## config.mk

```make
export PLATFORM = sky130hd
export DESIGN_NAME = sfim_status_irq
export DESIGN_NICKNAME = d
export VERILOG_FILES = /design/src/sfim_pkg.sv /design/src/sfim_status_irq.sv /design/src/sfim_sticky_flag.sv
export SDC_FILE = /design/constraint.sdc
export NUM_CORES = 1
export LEC_CHECK = 0
export BUFFER_PORTS_ARGS = -buffer_cell sky130_fd_sc_hd__buf_4
export CORE_MARGIN = 2
export CORE_UTILIZATION = 50
export DETAILED_ROUTE_END_ITERATION = 8
export GPL_ROUTABILITY_DRIVEN = 0
export HOLD_SLACK_MARGIN = 0.15
export PLACE_DENSITY = 0.82
export SLEW_MARGIN = 20
export SYNTH_ARGS = -nofsm -noshare
export SYNTH_HDL_FRONTEND = slang
export SYNTH_HIERARCHICAL = 1
export SYNTH_SLANG_ARGS = --single-unit
```

## constraint.sdc

```tcl
create_clock -name core_clk -period 1.67 [get_ports core_clk]
set_input_delay 0.167 -clock core_clk [delete_from_list [all_inputs] [get_ports core_clk]]
set_output_delay 0.167 -clock core_clk [all_outputs]
set_load 0.03 [all_outputs]
```

## src/sfim_pkg.sv

```systemverilog
/*
 * Package for the status-flag and interrupt-suppress block: register
 * offsets, field positions, reset values and the carrier types.
 * Assumes an 8-bit register port driven by the control interface logic.
 */
package sfim_pkg;
    localparam logic [7:0] SFIM_ADDR_STATUS = 8'h01;
    localparam logic [7:0] SFIM_ADDR_MASK = 8'h02;
    localparam logic [7:0] SFIM_ADDR_IMPEDANCE = 8'h03;
    localparam logic [7:0] SFIM_ADDR_SUPPLY = 8'h04;

    localparam int SFIM_BIT_OVERCURRENT = 0;
    localparam int SFIM_BIT_THERMAL = 1;
    localparam int SFIM_BIT_DROOP = 2;
    localparam int SFIM_BIT_DONE = 3;
    localparam int SFIM_BIT_FORMAT = 4;
    localparam int SFIM_BIT_DIAG = 7;
    localparam int SFIM_MASK_W = 5;

    localparam logic [4:0] SFIM_MASK_RESET = 5'h18;
    localparam logic [7:0] SFIM_BYTE_RESET = 8'h00;
    localparam logic [7:0] SFIM_STATUS_USED = 8'h9F;

    // Pin function of the shared trigger/interrupt pin.
    typedef enum logic [1:0] {
        SFIM_PIN_EXT_EDGE = 2'h0,
        SFIM_PIN_EXT_LEVEL = 2'h1,
        SFIM_PIN_INTERRUPT = 2'h2,
        SFIM_PIN_RESERVED = 2'h3
    } sfim_pin_mode_t;

    // One-cycle event strobes from the engine, protection and sequencer.
    typedef struct packed {
        logic overcurrent_pos;
        logic overcurrent_neg;
        logic thermal;
        logic droop;
        logic done;
        logic format_error;
        logic diag_fail;
    } sfim_events_t;

    // Register port from the control interface.
    typedef struct packed {
        logic rd;
        logic wr;
        logic [7:0] addr;
        logic [7:0] wdata;
    } sfim_reg_req_t;
endpackage

```

## src/sfim_status_irq.sv

```systemverilog
/*
 * Status flags, interrupt-suppress mask, diagnostic impedance and supply
 * readings, and the shared trigger/interrupt pin driver.
 * Assumes events arrive as one-cycle strobes synchronous to core_clk and
 * that the control interface presents one-cycle read and write strobes.
 */
// Function
// - Operation-complete flag set on finish, read-cleared
// - Done bit zero unless a finished process pends
// - Droop flag latches below threshold, read-cleared
// - Thermal flag latches on over-temperature, read-cleared
// - Overcurrent on either output latches, read-cleared
// - Mask acts only in interrupt pin mode
// - Mask bits suppress overcurrent..format-error interrupts
// - Hold eight-bit impedance after diagnostics
// - Eight-bit supply reading, held while playback is inactive
// - Supply reading updates only during playback
// - Format-error flag latches, read-cleared
// - Diagnostic-fail flag latches, read-cleared
`timescale 1ns/10ps
`default_nettype none
module sfim_status_irq
    import sfim_pkg::*;
#(
    parameter int DATA_W = 8
)
(
    // Clock and reset
    input wire logic core_clk,
    input wire logic reset,
    // Register port
    input wire sfim_reg_req_t reg_req,
    output logic [7:0] reg_rdata_q,
    // Events and measurements
    input wire sfim_events_t events,
    input wire logic diag_measure_done,
    input wire logic [DATA_W-1:0] diag_impedance,
    input wire logic playback_active,
    input wire logic [DATA_W-1:0] supply_sample,
    // Pin configuration and pin
    input wire sfim_pin_mode_t pin_mode,
    output logic trigger_irq_pin_o,
    output logic trigger_irq_pin_oe_n
);
    // Elaboration checks: the register map is byte wide and the mask field
    // must be no wider than its register.
    if (DATA_W != 8)
    begin : g_bad_data_w
        $error("sfim_status_irq: DATA_W must be 8");
    end
    if (SFIM_MASK_W > DATA_W)
    begin : g_bad_mask_w
        $error("sfim_status_irq: mask field wider than a register");
    end

    logic [7:0] flags;
    logic [7:0] set_vec;
    logic status_rd;
    logic [4:0] interrupt_suppress_field_q;
    logic [7:0] impedance_q;
    logic [7:0] supply_q;
    logic [4:0] pending;
    logic irq_active;
    logic [7:0] rdata_d;
    logic sel_status;
    logic sel_mask;
    logic sel_impedance;
    logic sel_supply;
    logic mask_wr;
    localparam logic [DATA_W-SFIM_MASK_W-1:0] MASK_PAD = '0;

    // One address decode serves the write, read-clear and read-back paths.
    assign sel_status = (reg_req.addr == SFIM_ADDR_STATUS);
    assign sel_mask = (reg_req.addr == SFIM_ADDR_MASK);
    assign sel_impedance = (reg_req.addr == SFIM_ADDR_IMPEDANCE);
    assign sel_supply = (reg_req.addr == SFIM_ADDR_SUPPLY);
    assign status_rd = reg_req.rd && sel_status;
    assign mask_wr = reg_req.wr && sel_mask;

    always_comb
    begin
        set_vec = 8'h00;
        set_vec[SFIM_BIT_OVERCURRENT] = events.overcurrent_pos
            | events.overcurrent_neg;
        set_vec[SFIM_BIT_THERMAL] = events.thermal;
        set_vec[SFIM_BIT_DROOP] = events.droop;
        set_vec[SFIM_BIT_DONE] = events.done;
        set_vec[SFIM_BIT_FORMAT] = events.format_error;
        set_vec[SFIM_BIT_DIAG] = events.diag_fail;
    end

    // One sticky flag per used status bit; unused bits read zero.
    genvar gi;
    generate
        for (gi = 0; gi < DATA_W; gi++)
        begin : g_flag
            if (SFIM_STATUS_USED[gi])
            begin : g_used
                sfim_sticky_flag u_flag
                (
                    .core_clk(core_clk),
                    .reset(reset),
                    .set_evt(set_vec[gi]),
                    .clr_rd(status_rd),
                    .flag_q(flags[gi])
                );
            end
            else
            begin : g_unused
                assign flags[gi] = 1'b0;
            end
        end
    endgenerate

    always_ff @(posedge core_clk)
    begin
        if (reset)
        begin
            interrupt_suppress_field_q <= SFIM_MASK_RESET;
        end
        else if (mask_wr)
        begin
            interrupt_suppress_field_q <= reg_req.wdata[SFIM_MASK_W-1:0];
        end
    end

    always_ff @(posedge core_clk)
    begin
        if (reset)
        begin
            impedance_q <= SFIM_BYTE_RESET;
        end
        else if (diag_measure_done)
        begin
            impedance_q <= diag_impedance;
        end
    end

    always_ff @(posedge core_clk)
    begin
        if (reset)
        begin
            supply_q <= SFIM_BYTE_RESET;
        end
        else if (playback_active)
        begin
            supply_q <= supply_sample;
        end
    end

    always_ff @(posedge core_clk)
    begin
        if (reset)
        begin
            reg_rdata_q <= SFIM_BYTE_RESET;
        end
        else
        begin
            reg_rdata_q <= rdata_d;
        end
    end

    // Read data mux; a cycle without a read strobe keeps the last value.
    always_comb
    begin
        rdata_d = reg_rdata_q;
        if (reg_req.rd)
        begin
            if (sel_status)
            begin
                rdata_d = flags;
            end
            else if (sel_mask)
            begin
                rdata_d = {MASK_PAD, interrupt_suppress_field_q};
            end
            else if (sel_impedance)
            begin
                rdata_d = impedance_q;
            end
            else if (sel_supply)
            begin
                rdata_d = supply_q;
            end
            else
            begin
                rdata_d = SFIM_BYTE_RESET;
            end
        end
    end

    // The pin follows the unmasked flags one cycle late, so a read that
    // clears the last of them releases the pin at the following edge.
    always_comb
    begin
        pending = flags[SFIM_MASK_W-1:0] & ~interrupt_suppress_field_q;
        irq_active = |pending;
    end

    always_ff @(posedge core_clk)
    begin
        if (reset)
        begin
            trigger_irq_pin_o <= 1'b1;
            trigger_irq_pin_oe_n <= 1'b1;
        end
        else if (pin_mode == SFIM_PIN_INTERRUPT)
        begin
            trigger_irq_pin_o <= 1'b0;
            trigger_irq_pin_oe_n <= ~irq_active;
        end
        else
        begin
            trigger_irq_pin_o <= 1'b1;
            trigger_irq_pin_oe_n <= 1'b1;
        end
    end
endmodule
`default_nettype wire

```

## src/sfim_sticky_flag.sv

```systemverilog
/*
 * One sticky status flag, set by an event and cleared by a status read.
 * Assumes the read strobe is one cycle long.
 */
`timescale 1ns/10ps
`default_nettype none
module sfim_sticky_flag
(
    // Clock and reset
    input wire logic core_clk,
    input wire logic reset,
    // Control
    input wire logic set_evt,
    input wire logic clr_rd,
    // State
    output logic flag_q
);
    logic flag_d;

    // A set in the clearing cycle wins, so the new event survives.
    always_comb
    begin
        flag_d = flag_q;
        if (set_evt)
        begin
            flag_d = 1'b1;
        end
        else if (clr_rd)
        begin
            flag_d = 1'b0;
        end
    end

    always_ff @(posedge core_clk)
    begin
        if (reset)
        begin
            flag_q <= 1'b0;
        end
        else
        begin
            flag_q <= flag_d;
        end
    end
endmodule
`default_nettype wire

```

* Yosys cells after proc, flatten, opt, wreduce, memory -nomap -nowiden *
Index checks and enable logic that the tools add are counted.

storage, ports and cells
  logic and storage cells = 44
  output and inout port bits = 10
  register bits = 37

cells by class
  bitwise operators = 5
  multiplexer cells = 12
  equality and inequality tests = 5
  reductions and logical operators = 10

operator list
  cell                                                                    number
  8-bit 2-to-1 mux                                                        4
  8-bit by 2-bit equality test with 1-bit output (second input constant)  2
  2-bit nonzero test                                                      6
  8-bit by 1-bit equality test with 1-bit output (second input constant)  1
  8-bit by 3-bit equality test with 1-bit output (second input constant)  1
  1-bit 2-to-1 mux                                                        8
  5-bit AND                                                               1
  5-bit NOT                                                               1
  5-bit OR reduction                                                      1
  2-bit equality test (second input constant)                             1
  1-bit logical AND                                                       2
  1-bit NOT                                                               2
  2-bit OR reduction                                                      1
  1-bit OR                                                                1

* Logic depth before layout (Yosys ltp) *
  word-level depth = 5
  gate-level depth with buffers = 5

* Modules after synthesis *
Netlist, hierarchy kept.

by module, submodules not included
  module            cells each  area each (um^2)  instances
  sfim_status_irq   152         1465.2            1
  sfim_sticky_flag  4           38.8              6

* Worst setup path before layout *
No wires, ideal clock.

  path type = input to register
  start point = input reg_req[8] (netlist name)
  end point = register g_flag[7].g_used.u_flag.flag_q
  required time = 1557 ps
  library setup time = 113 ps
  data arrival time = 1040 ps
  cell stages on the path = 5
  setup slack = 517 ps
  path buffers = 1
  cell sequence = buf_2 nor4b_4 and3_2 nand2b_1 a21oi_2

on the way
  longest elaborated chain between the ends = 3

ends and longest elaborated chain
  element                                         line                    text
  from (decl)                                     sfim_status_irq.sv:32   input wire sfim_reg_req_t reg_req,
  8-bit by 1-bit equality test with 1-bit output  sfim_status_irq.sv:73   assign sel_status = (reg_req.addr == SFIM_ADDR_STATUS);
  1-bit logical AND                               sfim_status_irq.sv:77   assign status_rd = reg_req.rd && sel_status;
  via status_rd                                   sfim_status_irq.sv:58   logic status_rd;
  2-bit nonzero test (no source line)             -
  to (signal assigned)                            sfim_sticky_flag.sv:42  flag_q <= flag_d;
  to (decl)                                       sfim_sticky_flag.sv:16  output logic flag_q

The timed path passes the listed nets, and every way through them passes these cells.
A chain may end at the register's enable or synchronous reset.

* Worst setup path in the final report *
  start point = input pin_mode[0]
  end point = register trigger_irq_pin_o

on the way
  longest elaborated chain between the ends = 2

ends and longest elaborated chain
  element               line                    text
  from (decl)           sfim_status_irq.sv:41   input wire sfim_pin_mode_t pin_mode,
  2-bit equality test   sfim_status_irq.sv:207  else if (pin_mode == SFIM_PIN_INTERRUPT)
  1-bit 2-to-1 mux      sfim_status_irq.sv:207
  to (signal assigned)  sfim_status_irq.sv:204  trigger_irq_pin_o <= 1'b1;
  to (signal assigned)  sfim_status_irq.sv:209  trigger_irq_pin_o <= 1'b0;
  to (signal assigned)  sfim_status_irq.sv:214  trigger_irq_pin_o <= 1'b1;
  to (decl)             sfim_status_irq.sv:42   output logic trigger_irq_pin_o,

No other way between the ends.

==> reports/qor.yml <==
start_util_pct: 51.28
routed_via_density: 4.897
rows: 21
track_usage_pct: 21.83
fmax_ghz: 0.6100
synth_area_um2: 1698
crit_top_cell: "dlygate4sd3_1"
n_fill_cell: 254
post_cts_resized: 0
power_w: 0.001707
wirelength_um: 4084
setup_viol: 0
drv_cap: 0
hold_violations: 0
rr_startpoint: "g_flag[2].g_used.u_flag/flag_q$_SDFFE_PP0P_"
cp.arrival_ns: 1.87
antenna_found_initial: 0
nets: 312
path_buf_inv: 3
clock-sinks: 37
dp_hpwl_um: 2643
ys_seq_elements: 37
path_clk_slew_ns: 0.10
io_pins: 57
synth_top_area_share_pct: 43.63
grt_pass1_wl_um: 6596
cp-start-kind: "input pin"
wl_per_cell_um: 13.13
synth.most_common_cell: "dfxtp_1"
multi_input_area_um2: 883.3
antenna_cells: 0
p_leak_nw: 1.158
rsz0062_at_grt: "no"
crit_type: "in -> reg"
synth_top_area_cell: "dfxtp_1"
period_share_pct: 98.17
peakVddDrop_v: 0.0003450
finalSetupTns_ns: 0
ant_nets: 0
drc: 0
required_ns: 1.90
die_area_um2: 3878
coreArea_um2: 3311
die_h_um: 62.28
synthCells: 176
cts_buffers: 5
slew_viol_final: 0
area_growth_pct: 49.45
ys_types: 32
cellPowerDensity_nw_per_um2: 672.6
critical_path.endpoint_type: "register"
cts_setup_buffers: 0
worstPathMaxFanout: 2
hp-class: "in -> reg"
synthesis.nets: 223
cts.htree.levels: 2
tightest_slew_ns: 0.4516
period_minus_slack_ns: 1.639
synth_area_per_cell_um2: 9.647
fin_skew_ns: 0.001261
clockBufferDepth: 2
die_x_um: 62.28
cp_top_family: "buffers and inverters"
ys_seq_area_share_pct: 43.63
status: "finished clean"
cts_tree: "built"
min-delay-start: "reset"
synth_ff_type: "dfxtp_1"
max_stage_delay_ns: 0.57
crit_chain: "dlygate4sd3_1 -> buf_4 -> or3b_2 -> dlygate4sd3_1"
grt_pass1_vias: 1503
slowest_stage: "dlygate4sd3_1"
drtIter0Drc: 46
vias: 1523
worstSetupStartpoint: "pin_mode[0]"
cts_root_buf: "clkbuf_4"
seq_area_um2: 740.7
overflow: 0
synth_commonest_cells: "dfxtp_1 (37), nor2_1 (26), mux2i_1 (19), nand2b_1 (14), inv_1 (12)"
place.port_buffers: 53
ys_warn_count: 6
grt_max_degree: 25
ys_top_cells_by_area: "dfxtp_1 (44%), mux2i_1 (11%), nor2_1 (5.7%)"
drive_above_1_share_pct: 28.68
max_slew_margin_pct: 69.76
synth-edff-count: 0
fin_util_pct: 76.64
insertion_delay_ns: 0.33
synthArstFlopShare_pct: 0
first_pass_iters: 4
==> layout make-up <==
type                       count  share of cell area (%)
multi-input combinational    120                   34.81
timing repair buffer          89                   29.78
sequential                    37                   29.19
tap                           46                   2.268
clock buffer                   7                   2.170
inverter                      12                   1.775
==> cell usage in the layout, fill, tap and decap left out, types with 2 or more instances in the layout <==
cell type,Yosys,routed
a211o_1,2,2
a21oi_1,4,4
a21oi_2,6,6
a22o_1,8,8
a31oi_1,5,5
buf_4,0,54
clkbuf_4,0,5
dfxtp_1,37,37
dlygate4sd3_1,0,35
inv_1,12,12
mux2i_1,19,19
nand2b_1,14,14
nor2_1,26,26
nor2b_1,9,9
nor4b_4,2,2
o211ai_1,5,5
o21ai_0,2,2
o21ai_1,3,3
==> power by group <==
group          total, W  internal [W]  switching, W
registers      0.000938      0.000918     0.0000207
logic          0.000302      0.000182      0.000121
clock network  0.000466      0.000199      0.000267
total           0.00171       0.00130      0.000409
==> per-layer routing <==
| metal | vias to the layer above | GRT usage, % | wire length (um) |
|---|---|---|---|
| met5 | - | 0 | 0 |
| met4 | 0 | 5.833 | 19 |
| met3 | 2 | 8.152 | 201 |
| met2 | 43 | 39.40 | 2091 |
| met1 | 688 | 24.06 | 1771 |
| li1 | 790 | - | - |
==> registers in the layout, indices dropped and copies added, names as in the netlist <==
signal,count
supply_q,8
interrupt_suppress_field_q,5
g_flag.g_used.u_flag/flag_q,6
trigger_irq_pin_o,1
impedance_q,8
reg_rdata_q,8
trigger_irq_pin_oe_n,1
==> per-stage QoR <==
step,hold slack [ns],std cells,instance area [um^2],setup slack [ns]
6_report,0.1664,311,2537,0.03062
3_5_place_dp,0.3862,269,2132,0.2743
4_1_cts,0.1515,311,2537,0.04412
3_3_place_gp,0.3874,269,2132,0.2888
5_1_grt,0.1536,311,2537,0.02164
2_1_floorplan,0.2294,176,1698,0.5165
==> worst register-to-register path, stage by stage, from the launching register on <==
cell	delay, ns
dfxtp_1	0.38
nand2b_1	0.09
a21oi_2	0.14
dlygate4sd3_1	0.57
==> path summary, 6_finish.rpt <==
path                                                 endpoint  cells past startpoint  slack, ns
setup / recovery                 trigger_irq_pin_o$_SDFF_PP1_                      4       0.03
hold / removal                    reg_rdata_q[4]$_SDFFE_PP0P_                      2       0.17
setup reg to reg  g_flag[2].g_used.u_flag/flag_q$_SDFFE_PP0P_                      3       0.44
hold reg to reg                   impedance_q[0]$_SDFFE_PP0P_                      2       0.49
==> kinds of logic (layout without fill, tap and decap cells) <==
| kind of cell | after synthesis | count (layout) | share of synthesized area, % |
|---|---|---|---|
| simple gates | 62 | 62 | 23.58 |
| mux | 19 | 19 | 11.20 |
| compound gates | 38 | 38 | 16.73 |
| xor+xnor | 1 | 1 | 0.5159 |
| flops | 37 | 37 | 43.63 |
| buf+inv | 19 | 108 | 4.348 |
==> repair_timing <==
item,4_1_cts,5_1_grt
endpoints found under the hold margin,29,0
hold buffers,35,0
setup endpoints to repair,0,0
No activity file was read; power rests on OpenSTA's default activity.
